--- config.mk ---
export PLATFORM = sky130hd
export DESIGN_NAME = ppr_top
export DESIGN_NICKNAME = d
export VERILOG_FILES = /design/src/core/ppr_pkg.sv /design/src/core/ppr_top.sv
export SDC_FILE = /design/constraint.sdc
export NUM_CORES = 1
export LEC_CHECK = 0
export ABC_AREA = 1
export BUFFER_PORTS_ARGS = -buffer_cell sky130_fd_sc_hd__buf_4
export CAP_MARGIN = 20
export CELL_PAD_IN_SITES_DETAIL_PLACEMENT = 1
export CELL_PAD_IN_SITES_GLOBAL_PLACEMENT = 2
export CORE_MARGIN = 4
export CORE_UTILIZATION = 26
export CTS_CLUSTER_DIAMETER = 80
export DETAILED_ROUTE_END_ITERATION = 6
export PLACE_DENSITY = 0.95
export SLEW_MARGIN = 15
export SYNTH_ARGS = -nofsm -noshare
export SYNTH_HDL_FRONTEND = slang
export SYNTH_SLANG_ARGS = --single-unit
--- constraint.sdc ---
create_clock -name clk_i -period 2.85 [get_ports clk_i]
set_input_delay 0.57 -clock clk_i [delete_from_list [all_inputs] [get_ports clk_i]]
set_output_delay 0.57 -clock clk_i [all_outputs]
set_load 0.02 [all_outputs]
--- src/core/ppr_pkg.sv ---
/*
 * Constants, field layout and routing types for the peripheral pin remap block.
 * Assumes one 250 MHz system clock, a synchronous reset and an AXI4-Lite master.
 */
// Contract
// - Timer1 code 010: channels on PB5-PB12, PC18
// - Timer1 code 011: channels on PC0-PC7, PC18
// - Timer1 code 1xx: only CH3 PC14, trigger PC15
// - Usart4 field bits 14:12, code 000 default pins
// - Usart4 code 001 routes onto PA9/PA7/PA5/PA6/PB21
// - Usart4 code 010 routes onto PC17/PB15/PC16/PB2/PA8
// - Usart4 code 011 routes onto PA10/PA14/PB9/PB8/PA13
// - Usart4 codes 1x0 and 1x1 ignore middle bit
// - Usart3 field bits 11:10, codes 00 and 01
// - Usart3 code 10 routes onto PB14/PA3/PA18/PB8/PA4
// - Usart2 field bits 9:7, codes 000 and 001
// - Usart2 code 010 and 1xx, 1xx RTS PC3
// - Usart2 code 011 routes onto PC1/PC2/PC0/PB20/PC3
// - Usart1 field bits 6:5, codes 00 and 01
// - Usart1 codes 10 and 11 pin sets
// - I2c1 field bits 4:2, codes 000 to 011
// - I2c1 codes 1x0 and 1x1 ignore middle bit
// - Spi1 field bits 1:0, codes 00 and 01
// - Spi1 codes 10 and 11 pin sets
// - All fields read/write, reset to zero
package ppr_pkg;

    // =====================================================================
    // Bus and register map
    localparam int          ADDR_W        = 8;
    localparam int          DATA_W        = 32;
    localparam logic [7:0]  OFS_REMAP_CFG = 8'h00;
    localparam logic [31:0] CFG_RW_MASK   = 32'h0003ffff;
    localparam logic [31:0] CFG_RESET     = 32'h00000000;
    localparam logic [1:0]  RESP_OKAY     = 2'h0;
    localparam logic [1:0]  RESP_SLVERR   = 2'h2;

    // =====================================================================
    // Field positions
    localparam int TIM1_LSB   = 15;
    localparam int USART4_LSB = 12;
    localparam int USART3_LSB = 10;
    localparam int USART2_LSB = 7;
    localparam int USART1_LSB = 5;
    localparam int I2C1_LSB   = 2;
    localparam int SPI1_LSB   = 0;

    // =====================================================================
    // Pin identifier: port code in [6:5], pin number in [4:0]
    typedef logic [6:0] ppr_pin_t;
    localparam logic [1:0] PORT_A   = 2'h1;
    localparam logic [1:0] PORT_B   = 2'h2;
    localparam logic [1:0] PORT_C   = 2'h3;
    localparam ppr_pin_t   PIN_NONE = 7'h00;

    function automatic ppr_pin_t pa(input logic [4:0] n);
        return {PORT_A, n};
    endfunction : pa

    function automatic ppr_pin_t pb(input logic [4:0] n);
        return {PORT_B, n};
    endfunction : pb

    function automatic ppr_pin_t pc(input logic [4:0] n);
        return {PORT_C, n};
    endfunction : pc

    typedef struct packed {
        ppr_pin_t ch1;
        ppr_pin_t ch2;
        ppr_pin_t ch3;
        ppr_pin_t ch4;
        ppr_pin_t external_trigger_input;
        ppr_pin_t break_input;
        ppr_pin_t complementary_output_1;
        ppr_pin_t complementary_output_2;
        ppr_pin_t complementary_output_3;
    } ppr_tim1_route_s;

    typedef struct packed {
        ppr_pin_t rx;
        ppr_pin_t cts;
        ppr_pin_t tx;
        ppr_pin_t ck;
        ppr_pin_t rts;
    } ppr_uart_route_s;

    typedef struct packed {
        ppr_pin_t scl;
        ppr_pin_t sda;
    } ppr_i2c_route_s;

    typedef struct packed {
        ppr_pin_t nss;
        ppr_pin_t sck;
        ppr_pin_t miso;
        ppr_pin_t mosi;
    } ppr_spi_route_s;

endpackage : ppr_pkg

--- src/core/ppr_top.sv ---
/*
 * Peripheral pin remap: one configuration register behind an AXI4-Lite slave,
 * decoded into a registered pin assignment for each remappable peripheral signal.
 * Assumes the pad ring consumes the pin identifiers and that the AXI master
 * keeps valid and payload stable until ready.
 */
// The register offsets and the AXI4-Lite slave port were left to the implementer.
`timescale 1ns/1ps
module ppr_top
    import ppr_pkg::*;
(
    input  wire logic                  clk_i,
    input  wire logic                  srst_i,
    input  wire logic                  ce_i,
    input  wire logic [ADDR_W-1:0]     axi_awaddr_i,
    input  wire logic                  axi_awvalid_i,
    output logic                       axi_awready_o,
    input  wire logic [DATA_W-1:0]     axi_wdata_i,
    input  wire logic [DATA_W/8-1:0]   axi_wstrb_i,
    input  wire logic                  axi_wvalid_i,
    output logic                       axi_wready_o,
    output logic [1:0]                 axi_bresp_o,
    output logic                       axi_bvalid_o,
    input  wire logic                  axi_bready_i,
    input  wire logic [ADDR_W-1:0]     axi_araddr_i,
    input  wire logic                  axi_arvalid_i,
    output logic                       axi_arready_o,
    output logic [DATA_W-1:0]          axi_rdata_o,
    output logic [1:0]                 axi_rresp_o,
    output logic                       axi_rvalid_o,
    input  wire logic                  axi_rready_i,
    output ppr_tim1_route_s            tim1_route_o,
    output ppr_uart_route_s            usart1_route_o,
    output ppr_uart_route_s            usart2_route_o,
    output ppr_uart_route_s            usart3_route_o,
    output ppr_uart_route_s            usart4_route_o,
    output ppr_i2c_route_s             i2c1_route_o,
    output ppr_spi_route_s             spi1_route_o
);

    // =====================================================================
    // Routing decoders
    localparam ppr_uart_route_s UART_NONE = '{PIN_NONE, PIN_NONE, PIN_NONE, PIN_NONE, PIN_NONE};

    function automatic ppr_tim1_route_s dec_tim1(input logic [2:0] c);
        ppr_tim1_route_s r;
        r = '{default: PIN_NONE};
        // Codes 000 and 001 are routed by another block, so they claim no pin here
        if (c[2]) begin
            r.ch3                    = pc(5'h0e);
            r.external_trigger_input = pc(5'h0f);
        end else if (c[1:0] == 2'h2) begin
            r = '{pb(5'h09), pb(5'h0a), pb(5'h0b), pb(5'h0c), pc(5'h12), pb(5'h05),
                  pb(5'h06), pb(5'h07), pb(5'h08)};
        end else if (c[1:0] == 2'h3) begin
            r = '{pc(5'h00), pc(5'h01), pc(5'h02), pc(5'h03), pc(5'h12), pc(5'h04),
                  pc(5'h05), pc(5'h06), pc(5'h07)};
        end
        return r;
    endfunction : dec_tim1

    function automatic ppr_uart_route_s dec_usart4(input logic [2:0] c);
        ppr_uart_route_s r;
        r = UART_NONE;
        casez (c)
            3'b000:  r = '{pb(5'h01), pb(5'h0f), pb(5'h00), pb(5'h02), pa(5'h08)};
            3'b001:  r = '{pa(5'h09), pa(5'h07), pa(5'h05), pa(5'h06), pb(5'h15)};
            3'b010:  r = '{pc(5'h11), pb(5'h0f), pc(5'h10), pb(5'h02), pa(5'h08)};
            3'b011:  r = '{pa(5'h0a), pa(5'h0e), pb(5'h09), pb(5'h08), pa(5'h0d)};
            3'b1?0:  r = '{pc(5'h13), pa(5'h05), pb(5'h0d), pa(5'h08), pa(5'h06)};
            3'b1?1:  r = '{pc(5'h10), pb(5'h0f), pc(5'h11), pb(5'h02), pa(5'h08)};
            default: r = UART_NONE;
        endcase
        return r;
    endfunction : dec_usart4

    function automatic ppr_uart_route_s dec_usart3(input logic [1:0] c);
        ppr_uart_route_s r;
        r = UART_NONE;
        case (c)
            2'h0:    r = '{pb(5'h04), pb(5'h06), pb(5'h03), pb(5'h05), pb(5'h07)};
            2'h1:    r = '{pc(5'h13), pb(5'h06), pc(5'h12), pb(5'h05), pb(5'h07)};
            2'h2:    r = '{pb(5'h0e), pa(5'h03), pa(5'h12), pb(5'h08), pa(5'h04)};
            default: r = UART_NONE;
        endcase
        return r;
    endfunction : dec_usart3

    function automatic ppr_uart_route_s dec_usart2(input logic [2:0] c);
        ppr_uart_route_s r;
        r = UART_NONE;
        casez (c)
            3'b000:  r = '{pa(5'h03), pa(5'h00), pa(5'h02), pa(5'h04), pa(5'h01)};
            3'b001:  r = '{pa(5'h13), pa(5'h01), pa(5'h14), pa(5'h17), pa(5'h02)};
            3'b010:  r = '{pa(5'h10), pa(5'h11), pa(5'h0f), pa(5'h16), pa(5'h15)};
            3'b011:  r = '{pc(5'h01), pc(5'h02), pc(5'h00), pb(5'h14), pc(5'h03)};
            3'b1??:  r = '{pa(5'h10), pa(5'h11), pa(5'h0f), pa(5'h16), pc(5'h03)};
            default: r = UART_NONE;
        endcase
        return r;
    endfunction : dec_usart2

    function automatic ppr_uart_route_s dec_usart1(input logic [1:0] c);
        ppr_uart_route_s r;
        r = UART_NONE;
        case (c)
            2'h0:    r = '{pb(5'h0b), pc(5'h10), pb(5'h0a), pb(5'h09), pc(5'h11)};
            2'h1:    r = '{pa(5'h0b), pc(5'h10), pa(5'h0a), pb(5'h09), pc(5'h11)};
            2'h2:    r = '{pb(5'h0b), pa(5'h09), pb(5'h0a), pb(5'h05), pa(5'h08)};
            default: r = '{pb(5'h02), pa(5'h0d), pa(5'h07), pb(5'h0c), pa(5'h0e)};
        endcase
        return r;
    endfunction : dec_usart1

    function automatic ppr_i2c_route_s dec_i2c1(input logic [2:0] c);
        ppr_i2c_route_s r;
        r = '{PIN_NONE, PIN_NONE};
        casez (c)
            3'b000:  r = '{pa(5'h0a), pa(5'h0b)};
            3'b001:  r = '{pa(5'h0d), pa(5'h0e)};
            3'b010:  r = '{pc(5'h10), pc(5'h11)};
            3'b011:  r = '{pc(5'h13), pc(5'h12)};
            3'b1?0:  r = '{pc(5'h11), pc(5'h10)};
            3'b1?1:  r = '{pc(5'h12), pc(5'h13)};
            default: r = '{PIN_NONE, PIN_NONE};
        endcase
        return r;
    endfunction : dec_i2c1

    function automatic ppr_spi_route_s dec_spi1(input logic [1:0] c);
        ppr_spi_route_s r;
        r = '{PIN_NONE, PIN_NONE, PIN_NONE, PIN_NONE};
        case (c)
            2'h0:    r = '{pa(5'h04), pa(5'h05), pa(5'h06), pa(5'h07)};
            2'h1:    r = '{pb(5'h15), pb(5'h0f), pa(5'h08), pa(5'h09)};
            2'h2:    r = '{pa(5'h0c), pa(5'h0b), pa(5'h09), pa(5'h0a)};
            default: r = '{pc(5'h04), pc(5'h05), pc(5'h06), pc(5'h07)};
        endcase
        return r;
    endfunction : dec_spi1

    function automatic logic addr_hit(input logic [ADDR_W-1:0] a);
        return a == OFS_REMAP_CFG;
    endfunction : addr_hit

    // =====================================================================
    // State
    logic                  aw_held_q, aw_held_d;
    logic                  w_held_q, w_held_d;
    logic [ADDR_W-1:0]     awaddr_q, awaddr_d;
    logic [DATA_W-1:0]     wdata_q, wdata_d;
    logic [DATA_W/8-1:0]   wstrb_q, wstrb_d;
    logic                  awready_q, awready_d;
    logic                  wready_q, wready_d;
    logic                  bvalid_q, bvalid_d;
    logic [1:0]            bresp_q, bresp_d;
    logic                  arready_q, arready_d;
    logic                  rvalid_q, rvalid_d;
    logic [1:0]            rresp_q, rresp_d;
    logic [DATA_W-1:0]     rdata_q, rdata_d;
    logic [DATA_W-1:0]     cfg_q, cfg_d;
    ppr_tim1_route_s       tim1_q, tim1_d;
    ppr_uart_route_s       u1_q, u1_d, u2_q, u2_d, u3_q, u3_d, u4_q, u4_d;
    ppr_i2c_route_s        i2c_q, i2c_d;
    ppr_spi_route_s        spi_q, spi_d;
    logic                  wr_commit;

    // =====================================================================
    // AXI4-Lite slave and configuration register
    always_comb begin
        aw_held_d = aw_held_q;
        w_held_d  = w_held_q;
        awaddr_d  = awaddr_q;
        wdata_d   = wdata_q;
        wstrb_d   = wstrb_q;
        bvalid_d  = bvalid_q;
        bresp_d   = bresp_q;
        arready_d = arready_q;
        rvalid_d  = rvalid_q;
        rresp_d   = rresp_q;
        rdata_d   = rdata_q;
        cfg_d     = cfg_q;
        wr_commit = aw_held_q && w_held_q && !bvalid_q;
        if (axi_awvalid_i && awready_q) begin
            aw_held_d = 1'b1;
            awaddr_d  = axi_awaddr_i;
        end
        if (axi_wvalid_i && wready_q) begin
            w_held_d = 1'b1;
            wdata_d  = axi_wdata_i;
            wstrb_d  = axi_wstrb_i;
        end
        if (bvalid_q && axi_bready_i) begin
            bvalid_d = 1'b0;
        end
        if (wr_commit) begin
            aw_held_d = 1'b0;
            w_held_d  = 1'b0;
            bvalid_d  = 1'b1;
            bresp_d   = addr_hit(awaddr_q) ? RESP_OKAY : RESP_SLVERR;
            if (addr_hit(awaddr_q)) begin
                for (int b = 0; b < DATA_W/8; b++) begin
                    if (wstrb_q[b]) begin
                        cfg_d[b*8 +: 8] = wdata_q[b*8 +: 8] & CFG_RW_MASK[b*8 +: 8];
                    end
                end
            end
        end
        // Each address/data slot reopens only once its response has gone
        awready_d = !aw_held_d && !bvalid_d;
        wready_d  = !w_held_d && !bvalid_d;
        if (rvalid_q && axi_rready_i) begin
            rvalid_d = 1'b0;
        end
        if (axi_arvalid_i && arready_q) begin
            rvalid_d = 1'b1;
            rresp_d  = addr_hit(axi_araddr_i) ? RESP_OKAY : RESP_SLVERR;
            rdata_d  = addr_hit(axi_araddr_i) ? (cfg_q & CFG_RW_MASK) : '0;
        end
        arready_d = !rvalid_d;
        // Decoded from the next value so every field changes in one edge
        tim1_d = dec_tim1(cfg_d[TIM1_LSB +: 3]);
        u4_d   = dec_usart4(cfg_d[USART4_LSB +: 3]);
        u3_d   = dec_usart3(cfg_d[USART3_LSB +: 2]);
        u2_d   = dec_usart2(cfg_d[USART2_LSB +: 3]);
        u1_d   = dec_usart1(cfg_d[USART1_LSB +: 2]);
        i2c_d  = dec_i2c1(cfg_d[I2C1_LSB +: 3]);
        spi_d  = dec_spi1(cfg_d[SPI1_LSB +: 2]);
    end

    always_ff @(posedge clk_i) begin
        if (srst_i) begin
            aw_held_q <= 1'b0;
            w_held_q  <= 1'b0;
            awaddr_q  <= '0;
            wdata_q   <= '0;
            wstrb_q   <= '0;
            awready_q <= 1'b0;
            wready_q  <= 1'b0;
            bvalid_q  <= 1'b0;
            bresp_q   <= RESP_OKAY;
            arready_q <= 1'b0;
            rvalid_q  <= 1'b0;
            rresp_q   <= RESP_OKAY;
            rdata_q   <= '0;
            cfg_q     <= CFG_RESET;
            tim1_q    <= dec_tim1(CFG_RESET[TIM1_LSB +: 3]);
            u4_q      <= dec_usart4(CFG_RESET[USART4_LSB +: 3]);
            u3_q      <= dec_usart3(CFG_RESET[USART3_LSB +: 2]);
            u2_q      <= dec_usart2(CFG_RESET[USART2_LSB +: 3]);
            u1_q      <= dec_usart1(CFG_RESET[USART1_LSB +: 2]);
            i2c_q     <= dec_i2c1(CFG_RESET[I2C1_LSB +: 3]);
            spi_q     <= dec_spi1(CFG_RESET[SPI1_LSB +: 2]);
        end else if (ce_i) begin
            aw_held_q <= aw_held_d;
            w_held_q  <= w_held_d;
            awaddr_q  <= awaddr_d;
            wdata_q   <= wdata_d;
            wstrb_q   <= wstrb_d;
            awready_q <= awready_d;
            wready_q  <= wready_d;
            bvalid_q  <= bvalid_d;
            bresp_q   <= bresp_d;
            arready_q <= arready_d;
            rvalid_q  <= rvalid_d;
            rresp_q   <= rresp_d;
            rdata_q   <= rdata_d;
            cfg_q     <= cfg_d;
            tim1_q    <= tim1_d;
            u4_q      <= u4_d;
            u3_q      <= u3_d;
            u2_q      <= u2_d;
            u1_q      <= u1_d;
            i2c_q     <= i2c_d;
            spi_q     <= spi_d;
        end
    end

    assign axi_awready_o  = awready_q;
    assign axi_wready_o   = wready_q;
    assign axi_bvalid_o   = bvalid_q;
    assign axi_bresp_o    = bresp_q;
    assign axi_arready_o  = arready_q;
    assign axi_rvalid_o   = rvalid_q;
    assign axi_rresp_o    = rresp_q;
    assign axi_rdata_o    = rdata_q;
    assign tim1_route_o   = tim1_q;
    assign usart1_route_o = u1_q;
    assign usart2_route_o = u2_q;
    assign usart3_route_o = u3_q;
    assign usart4_route_o = u4_q;
    assign i2c1_route_o   = i2c_q;
    assign spi1_route_o   = spi_q;

    // =====================================================================
    // Checks
    tim1_pb_map_a: assert property (@(posedge clk_i) disable iff (srst_i)
        cfg_q[TIM1_LSB +: 3] == 3'h2 |-> tim1_q.ch4 == pb(5'h0c)
            && tim1_q.external_trigger_input == pc(5'h12) && tim1_q.break_input == pb(5'h05))
        else $error("timer1 code 010 routing wrong");

    tim1_pc_map_a: assert property (@(posedge clk_i) disable iff (srst_i)
        cfg_q[TIM1_LSB +: 3] == 3'h3 |-> tim1_q.ch1 == pc(5'h00)
            && tim1_q.complementary_output_3 == pc(5'h07))
        else $error("timer1 code 011 routing wrong");

    tim1_high_a: assert property (@(posedge clk_i) disable iff (srst_i)
        cfg_q[TIM1_LSB + 2] |-> tim1_q.ch3 == pc(5'h0e) && tim1_q.ch1 == PIN_NONE
            && tim1_q.break_input == PIN_NONE && tim1_q.external_trigger_input == pc(5'h0f))
        else $error("timer1 code 1xx routing wrong");

    usart4_mid_a: assert property (@(posedge clk_i) disable iff (srst_i)
        cfg_q[USART4_LSB +: 3] == 3'h6 |-> u4_q.rx == pc(5'h13) && u4_q.tx == pb(5'h0d))
        else $error("usart4 code 110 routing wrong");

    usart3_none_a: assert property (@(posedge clk_i) disable iff (srst_i)
        cfg_q[USART3_LSB +: 2] == 2'h3 |-> u3_q == UART_NONE)
        else $error("usart3 code 11 claims a pin");

    usart2_rts_a: assert property (@(posedge clk_i) disable iff (srst_i)
        cfg_q[USART2_LSB + 2] |-> u2_q.rts == pc(5'h03) && u2_q.rx == pa(5'h10))
        else $error("usart2 code 1xx routing wrong");

    usart1_alt_a: assert property (@(posedge clk_i) disable iff (srst_i)
        cfg_q[USART1_LSB +: 2] == 2'h1 |-> u1_q.rx == pa(5'h0b) && u1_q.cts == pc(5'h10))
        else $error("usart1 code 01 routing wrong");

    i2c_swap_a: assert property (@(posedge clk_i) disable iff (srst_i)
        cfg_q[I2C1_LSB +: 3] == 3'h5 |-> i2c_q.scl == pc(5'h12) && i2c_q.sda == pc(5'h13))
        else $error("i2c1 code 1x1 routing wrong");

    spi_last_a: assert property (@(posedge clk_i) disable iff (srst_i)
        cfg_q[SPI1_LSB +: 2] == 2'h3 |-> spi_q.nss == pc(5'h04) && spi_q.mosi == pc(5'h07))
        else $error("spi1 code 11 routing wrong");

    write_apply_a: assert property (@(posedge clk_i) disable iff (srst_i)
        ce_i && wr_commit && addr_hit(awaddr_q) && wstrb_q[1] |=>
            cfg_q[USART3_LSB +: 2] == $past(wdata_q[USART3_LSB +: 2])
            && u3_q == dec_usart3($past(wdata_q[USART3_LSB +: 2])) && bvalid_q)
        else $error("written remap field not applied next cycle");

    reset_zero_a: assert property (@(posedge clk_i) disable iff (srst_i)
        $fell(srst_i) |-> cfg_q == CFG_RESET && u4_q.rx == pb(5'h01) && !bvalid_q)
        else $error("remap fields not zero after reset");

    unmapped_a: assert property (@(posedge clk_i) disable iff (srst_i)
        ce_i && axi_arvalid_i && arready_q && !addr_hit(axi_araddr_i) |=>
            rvalid_q && rresp_q == RESP_SLVERR && rdata_q == '0)
        else $error("unmapped read not answered with error");

    ce_freeze_a: assert property (@(posedge clk_i) disable iff (srst_i)
        !ce_i |=> $stable(cfg_q) && $stable(tim1_q) && $stable(u4_q) && $stable(bvalid_q))
        else $error("state moved while clock enable low");

endmodule : ppr_top

After elaboration in Yosys (flattened, before gate mapping)
Index checks and enable logic that the tools add are counted.
{"block": "op_classes", "add_sub_neg": 0, "n_lt_le_gt_ge": 0, "mul": 0, "bitwise": 0, "div": 0, "n_mux": 29, "shift": 0, "n_reduce_logical": 26, "n_eq_ne": 21}
{"cell": "$pmux W35 S3", "n": 2}
{"cell": "$pmux W35 S6", "n": 1}
{"cell": "$pmux W35 S5", "n": 1}
{"cell": "$mux W63", "n": 2}
{"cell": "$pmux W14 S6", "n": 1}
{"cell": "$pmux W28 S3", "n": 1}
{"cell": "$mux W18", "n": 3}
{"cell": "$mux W28", "n": 1}
{"cell": "$mux W7", "n": 3}
{"cell": "$eq A2 B2 Y1 const B", "n": 9}
{"cell": "$eq A3 B2 Y1 const B", "n": 6}
{"cell": "$logic_not A8 Y1", "n": 2}
{"cell": "$mux W8", "n": 2}
{"cell": "$mux W14", "n": 1}
{"cell": "$eq A3 B1 Y1 const B", "n": 3}
{"cell": "$logic_and A1 B1 Y1", "n": 9}
{"cell": "$logic_not A3 Y1", "n": 3}
{"cell": "$mux W1", "n": 8}
{"cell": "$reduce_and A2 Y1", "n": 4}
{"cell": "$eq A2 B1 Y1 const B", "n": 3}
{"cell": "$logic_not A2 Y1", "n": 3}
{"cell": "$mux W2", "n": 3}
{"cell": "$logic_not A1 Y1", "n": 5}
{"block": "word_totals", "word_cells": 125, "latchBits": 0, "inputBits": 60, "n_memories": 0, "reg_bits": 335, "mem_bits_ro": 0, "ramBits": 0, "out_inout_bits": 286}

Logic depth before layout (Yosys ltp)
{"block": "depth", "depth_word": 7, "ltp_mapped": 12, "depth_no_buf": 11}

Least setup slack after synthesis
OpenSTA, ideal clock, no wires.
{"block": "synth_path", "path_kind": "reg-to-reg", "startpoint": "reg bvalid_q, in the netlist axi_bvalid_o", "endpoint": "reg spi_q, in the netlist spi1_route_o[17]", "required_time_ns": 2.792, "period_less_slack_ns": 1.893, "setup_time_ns": 0.058, "stages_incl_launch_ff": 10, "t_arrival_ns": 1.835, "path_buffers": 2, "setup_slack_ns": 0.957, "cell_sequence": "dfxtp_1 > nor2_2 > buf_6 > nand3_4 > buf_2 > o21ai_2 > inv_1 > ha_1 > a21oi_1 > o21a_1"}
{"block": "synth_via", "elab_chain_len": 5, "word_cells_on_any_way": 7, "classes_between": "eq/ne: 2; mux: 2; reduce/logical: 3"}
{"element": "start: declaration", "line": "ppr_top.sv:155", "source": "logic bvalid_q, bvalid_d;"}
{"element": "start signal: assignment", "line": "ppr_top.sv:262", "source": "bvalid_q <= bvalid_d;"}
{"element": "$logic_not A1 Y1 (*)", "line": "ppr_top.sv:183", "source": "wr_commit = aw_held_q && w_held_q && !bvalid_q;"}
{"element": "$logic_and A1 B1 Y1 (*)", "line": "ppr_top.sv:183"}
{"element": "$mux W18 (*)", "line": "ppr_top.sv:196", "source": "if (wr_commit) begin"}
{"element": "via cfg_d[0]", "line": "ppr_top.sv:161", "source": "logic [DATA_W-1:0] cfg_q, cfg_d;"}
{"element": "$eq A2 B2 Y1 (tied with other cells)", "line": "ppr_top.sv:133", "source": "case (c)"}
{"element": "$pmux W28 S3 (*)", "line": "ppr_top.sv:133"}
{"element": "end signal: assignment", "line": "ppr_top.sv:253", "source": "spi_q <= dec_spi1(CFG_RESET[SPI1_LSB +: 2]);"}
{"element": "end signal: assignment", "line": "ppr_top.sv:275", "source": "spi_q <= spi_d;"}
{"element": "end: declaration", "line": "ppr_top.sv:165", "source": "ppr_spi_route_s spi_q, spi_d;"}
Mark *: on every way through the listed nets, which the timed path passes. The rest lies on a longest branch.
A chain may end at the register's enable or synchronous reset.

Worst setup path in the final report
{"block": "layout_path", "startpoint": "reg awaddr_q[0]", "endpoint": "reg spi_q, in the netlist spi1_route_o[17]"}
{"block": "layout_via", "elab_chain_len": 5, "word_cells_on_any_way": 7, "classes_between": "eq/ne: 2; mux: 3; reduce/logical: 2"}
{"element": "start: declaration", "line": "ppr_top.sv:150", "source": "logic [ADDR_W-1:0] awaddr_q, awaddr_d;"}
{"element": "start signal: assignment", "line": "ppr_top.sv:257", "source": "awaddr_q <= awaddr_d;"}
{"element": "$logic_not A8 Y1 (*)", "line": "ppr_top.sv:143", "source": "return a == OFS_REMAP_CFG;"}
{"element": "$mux W18 (*)", "line": "ppr_top.sv:201", "source": "if (addr_hit(awaddr_q)) begin"}
{"element": "$mux W18 (*)", "line": "ppr_top.sv:196"}
{"element": "via cfg_d[0]", "line": "ppr_top.sv:161"}
{"element": "$eq A2 B2 Y1 (tied with other cells)", "line": "ppr_top.sv:133"}
{"element": "$pmux W28 S3 (*)", "line": "ppr_top.sv:133"}
Marked as above.

==> results.json <==
{
  "outcome": "finished clean",
  "drive_above_1_share_pct": 31.67,
  "layout_common_cells": "buf_4, nand2_1, dfxtp_1",
  "routed_wl_um": 20780,
  "crit_type": "flip-flop to flip-flop",
  "switching_power_uw": 1403,
  "area_growth_pct": 23.54,
  "clkPwrFrac_pct": 44.1,
  "insertion_delay_ns": 0.42,
  "period_share_pct": 79.04,
  "synth_cell_types": 35,
  "fmax_ghz": 0.4439,
  "synth_seq_cells": 141,
  "post_cts_buffers": 0,
  "final_cells": 1377,
  "synth_edf_count": 0,
  "grt_pass1_wl_um": 32820,
  "start_util_pct": 26.71,
  "setup_viol": 0,
  "post_drt_wl_per_cell_um": 15.09,
  "h-tree-depth": 4,
  "post_cts_resized": 0,
  "syn_area_um2": 7038,
  "drc": 0,
  "path_clk_slew_ns": 0.06,
  "worst_slew_pin_slew_ns": 0.7088,
  "critPathMaxFanout": 20,
  "grt_pass1_vias": 5955,
  "max-vdd-ir-drop_mv": 0.3007,
  "root_buffer": "clkbuf_16",
  "layout.nets": 1099,
  "power.total_uw": 5021,
  "synth-main-ff-cell": "dfxtp_1",
  "antenna_found_initial": 2,
  "synthArstFlopShare_pct": 0,
  "p_sw_share_pct": 27.93,
  "arrival_ns": 2.62,
  "period_needed_ns": 2.253,
  "die_h_um": 172.5,
  "skew_ns": 0.01407,
  "cp.required_ns": 3.21,
  "synth_warnings": 0,
  "diodes": 0,
  "dp_hpwl_um": 15410,
  "critPathLaunchType": "flip-flop",
  "seq_area_frac_synth_pct": 40.11,
  "ff2ff_setup_slack_ns": 0.60,
  "gr-total-overflow": 0,
  "max-clock-path-buffers": 2,
  "ctsHoldBuffers": 0,
  "final_common_cell": "buf_4",
  "numCtsBuffers": 17,
  "die_width_um": 172.5,
  "worstSetupEndpointType": "flip-flop",
  "intPower_uw": 3618,
  "dr.first_iter.drc_count": 246,
  "cts.sinks": 141,
  "rsz0062_at_grt": "no",
  "pin_count": 346,
  "port_buffers": 251,
  "slew_headroom_pct": 52.75,
  "p_comb_share_pct": 14.0,
  "fp-row-count": 59,
  "core-area_um2": 26350,
  "synthCells": 907,
  "fin_util_pct": 32.99,
  "grt_start_max_net_pins": 60,
  "hold_class": "input port to flip-flop",
  "grt_usage_pct": 13.55,
  "cts_tree": "built",
  "tns_ns": 0,
  "fin_area_um2": 8695,
  "viasPerCell": 4.211,
  "first_pass_iters": 4,
  "dp_cells": 1345,
  "ant_nets": 0,
  "num_vias": 5798,
  "synth.avg_cell_area_um2": 7.760,
  "die-area_um2": 29760,
  "finalMaxSlewViolations": 0,
  "p_leak_uw": 0.004077,
  "placed_area_um2": 8115,
  "power.share.sequential_pct": 41.9,
  "place.gp.congestion": 0.7316,
  "drv_cap": 0,
  "hold_viol_final": 0,
  "p_per_area_nw_per_um2": 577.5
}
path summary, 6_finish.rpt:
kind / depth (start not counted) / end / startpoint
max: 9 / spi1_route_o[17] / awaddr_q[0]
max reg2reg: 9 / spi1_route_o[17] / awaddr_q[0]
min reg2reg: 2 / awaddr_q[1] / awaddr_q[1]
min: 3 / axi_arready_o / axi_rready_i
layer usage:
metal	share of wire, %	GRT usage, %
met5	0.10	0
met3	6.9	4.017
met4	1.1	4.125
met1	43	16.16
met2	49	23.58
power groups by stage:
stage	registers [uW]	clock network (uW)	logic, uW
after detailed placement	2150	0	714
after floorplan	2180	0	532
after CTS	2100	2300	715
after global placement	2140	0	703
after global routing	2110	2370	769
final	2100	2210	704
synth_stat cells (3+ instances only):
master    count  area, um^2
buf_6         3       33.78
o21ai_0      60       300.3
ha_1         10       125.1
o21ai_1       8       40.04
clkbuf_1     29       108.9
nor2_1       39       146.4
nor2_2        5       31.28
dfxtp_1     141        2823
buf_2         3       15.01
a21oi_1      91       455.4
inv_1        73       274.0
a31oi_1       3       18.77
nand4_1       6       37.54
nand3_1      34       170.2
inv_2         5       18.77
buf_4       194        1456
o211ai_1      7       52.55
nand2_1     149       559.3
nand2_2      10       62.56
o21ai_2       9       78.83
buf_1         7       26.28
through the flow:
step / setup slack [ns] / hold WS, ns
detailed placement: 0.5352 / 0.4409
finish: 0.5974 / 0.4264
CTS: 0.5350 / 0.3972
floorplan: 0.9573 / 0.4236
global placement: 0.5883 / 0.4351
global route: 0.3695 / 0.4308
cell families after synthesis:
logic type                 Yosys count  share of synthesized area [%]
other                                2                         0.1067
and+or+nand+nor                    251                          15.63
adders and majority gates           10                          1.778
DFF                                141                          40.11
AOI/OAI and AO/OA                  189                          14.92
buffers and inverters              314                          27.47
registers in the layout (all words and copies together) (netlist names), 3 cells and up:
signal,flops
usart1_route_o,9
usart4_route_o,19
wdata_q,18
tim1_route_o,7
spi1_route_o,7
i2c1_route_o,7
usart2_route_o,13
cfg_q,16
awaddr_q,8
usart3_route_o,7
wstrb_q,3
axi_rdata_o,18
area by class of cell:
cell class,count,area [um^2]
multi-input cells,529,2576
repair buffers,262,2004
well taps,335,419.2
clock inverters,10,115.1
flip-flops and latches,141,2823
inverters,78,292.8
clock buffers,22,464.2
fillers,3263,17660
worst max-delay path: stages, from the launching register on:
cell and delay [ns]:
dfxtp_1 0.31, nor2_1 0.13, nand2_2 0.11, nor2_8 0.25, nand3_4 0.33, o21ai_2 0.31
inv_1 0.11, ha_1 0.31, a21oi_1 0.18, o21a_1 0.14
(Power assumes the default switching activity.)
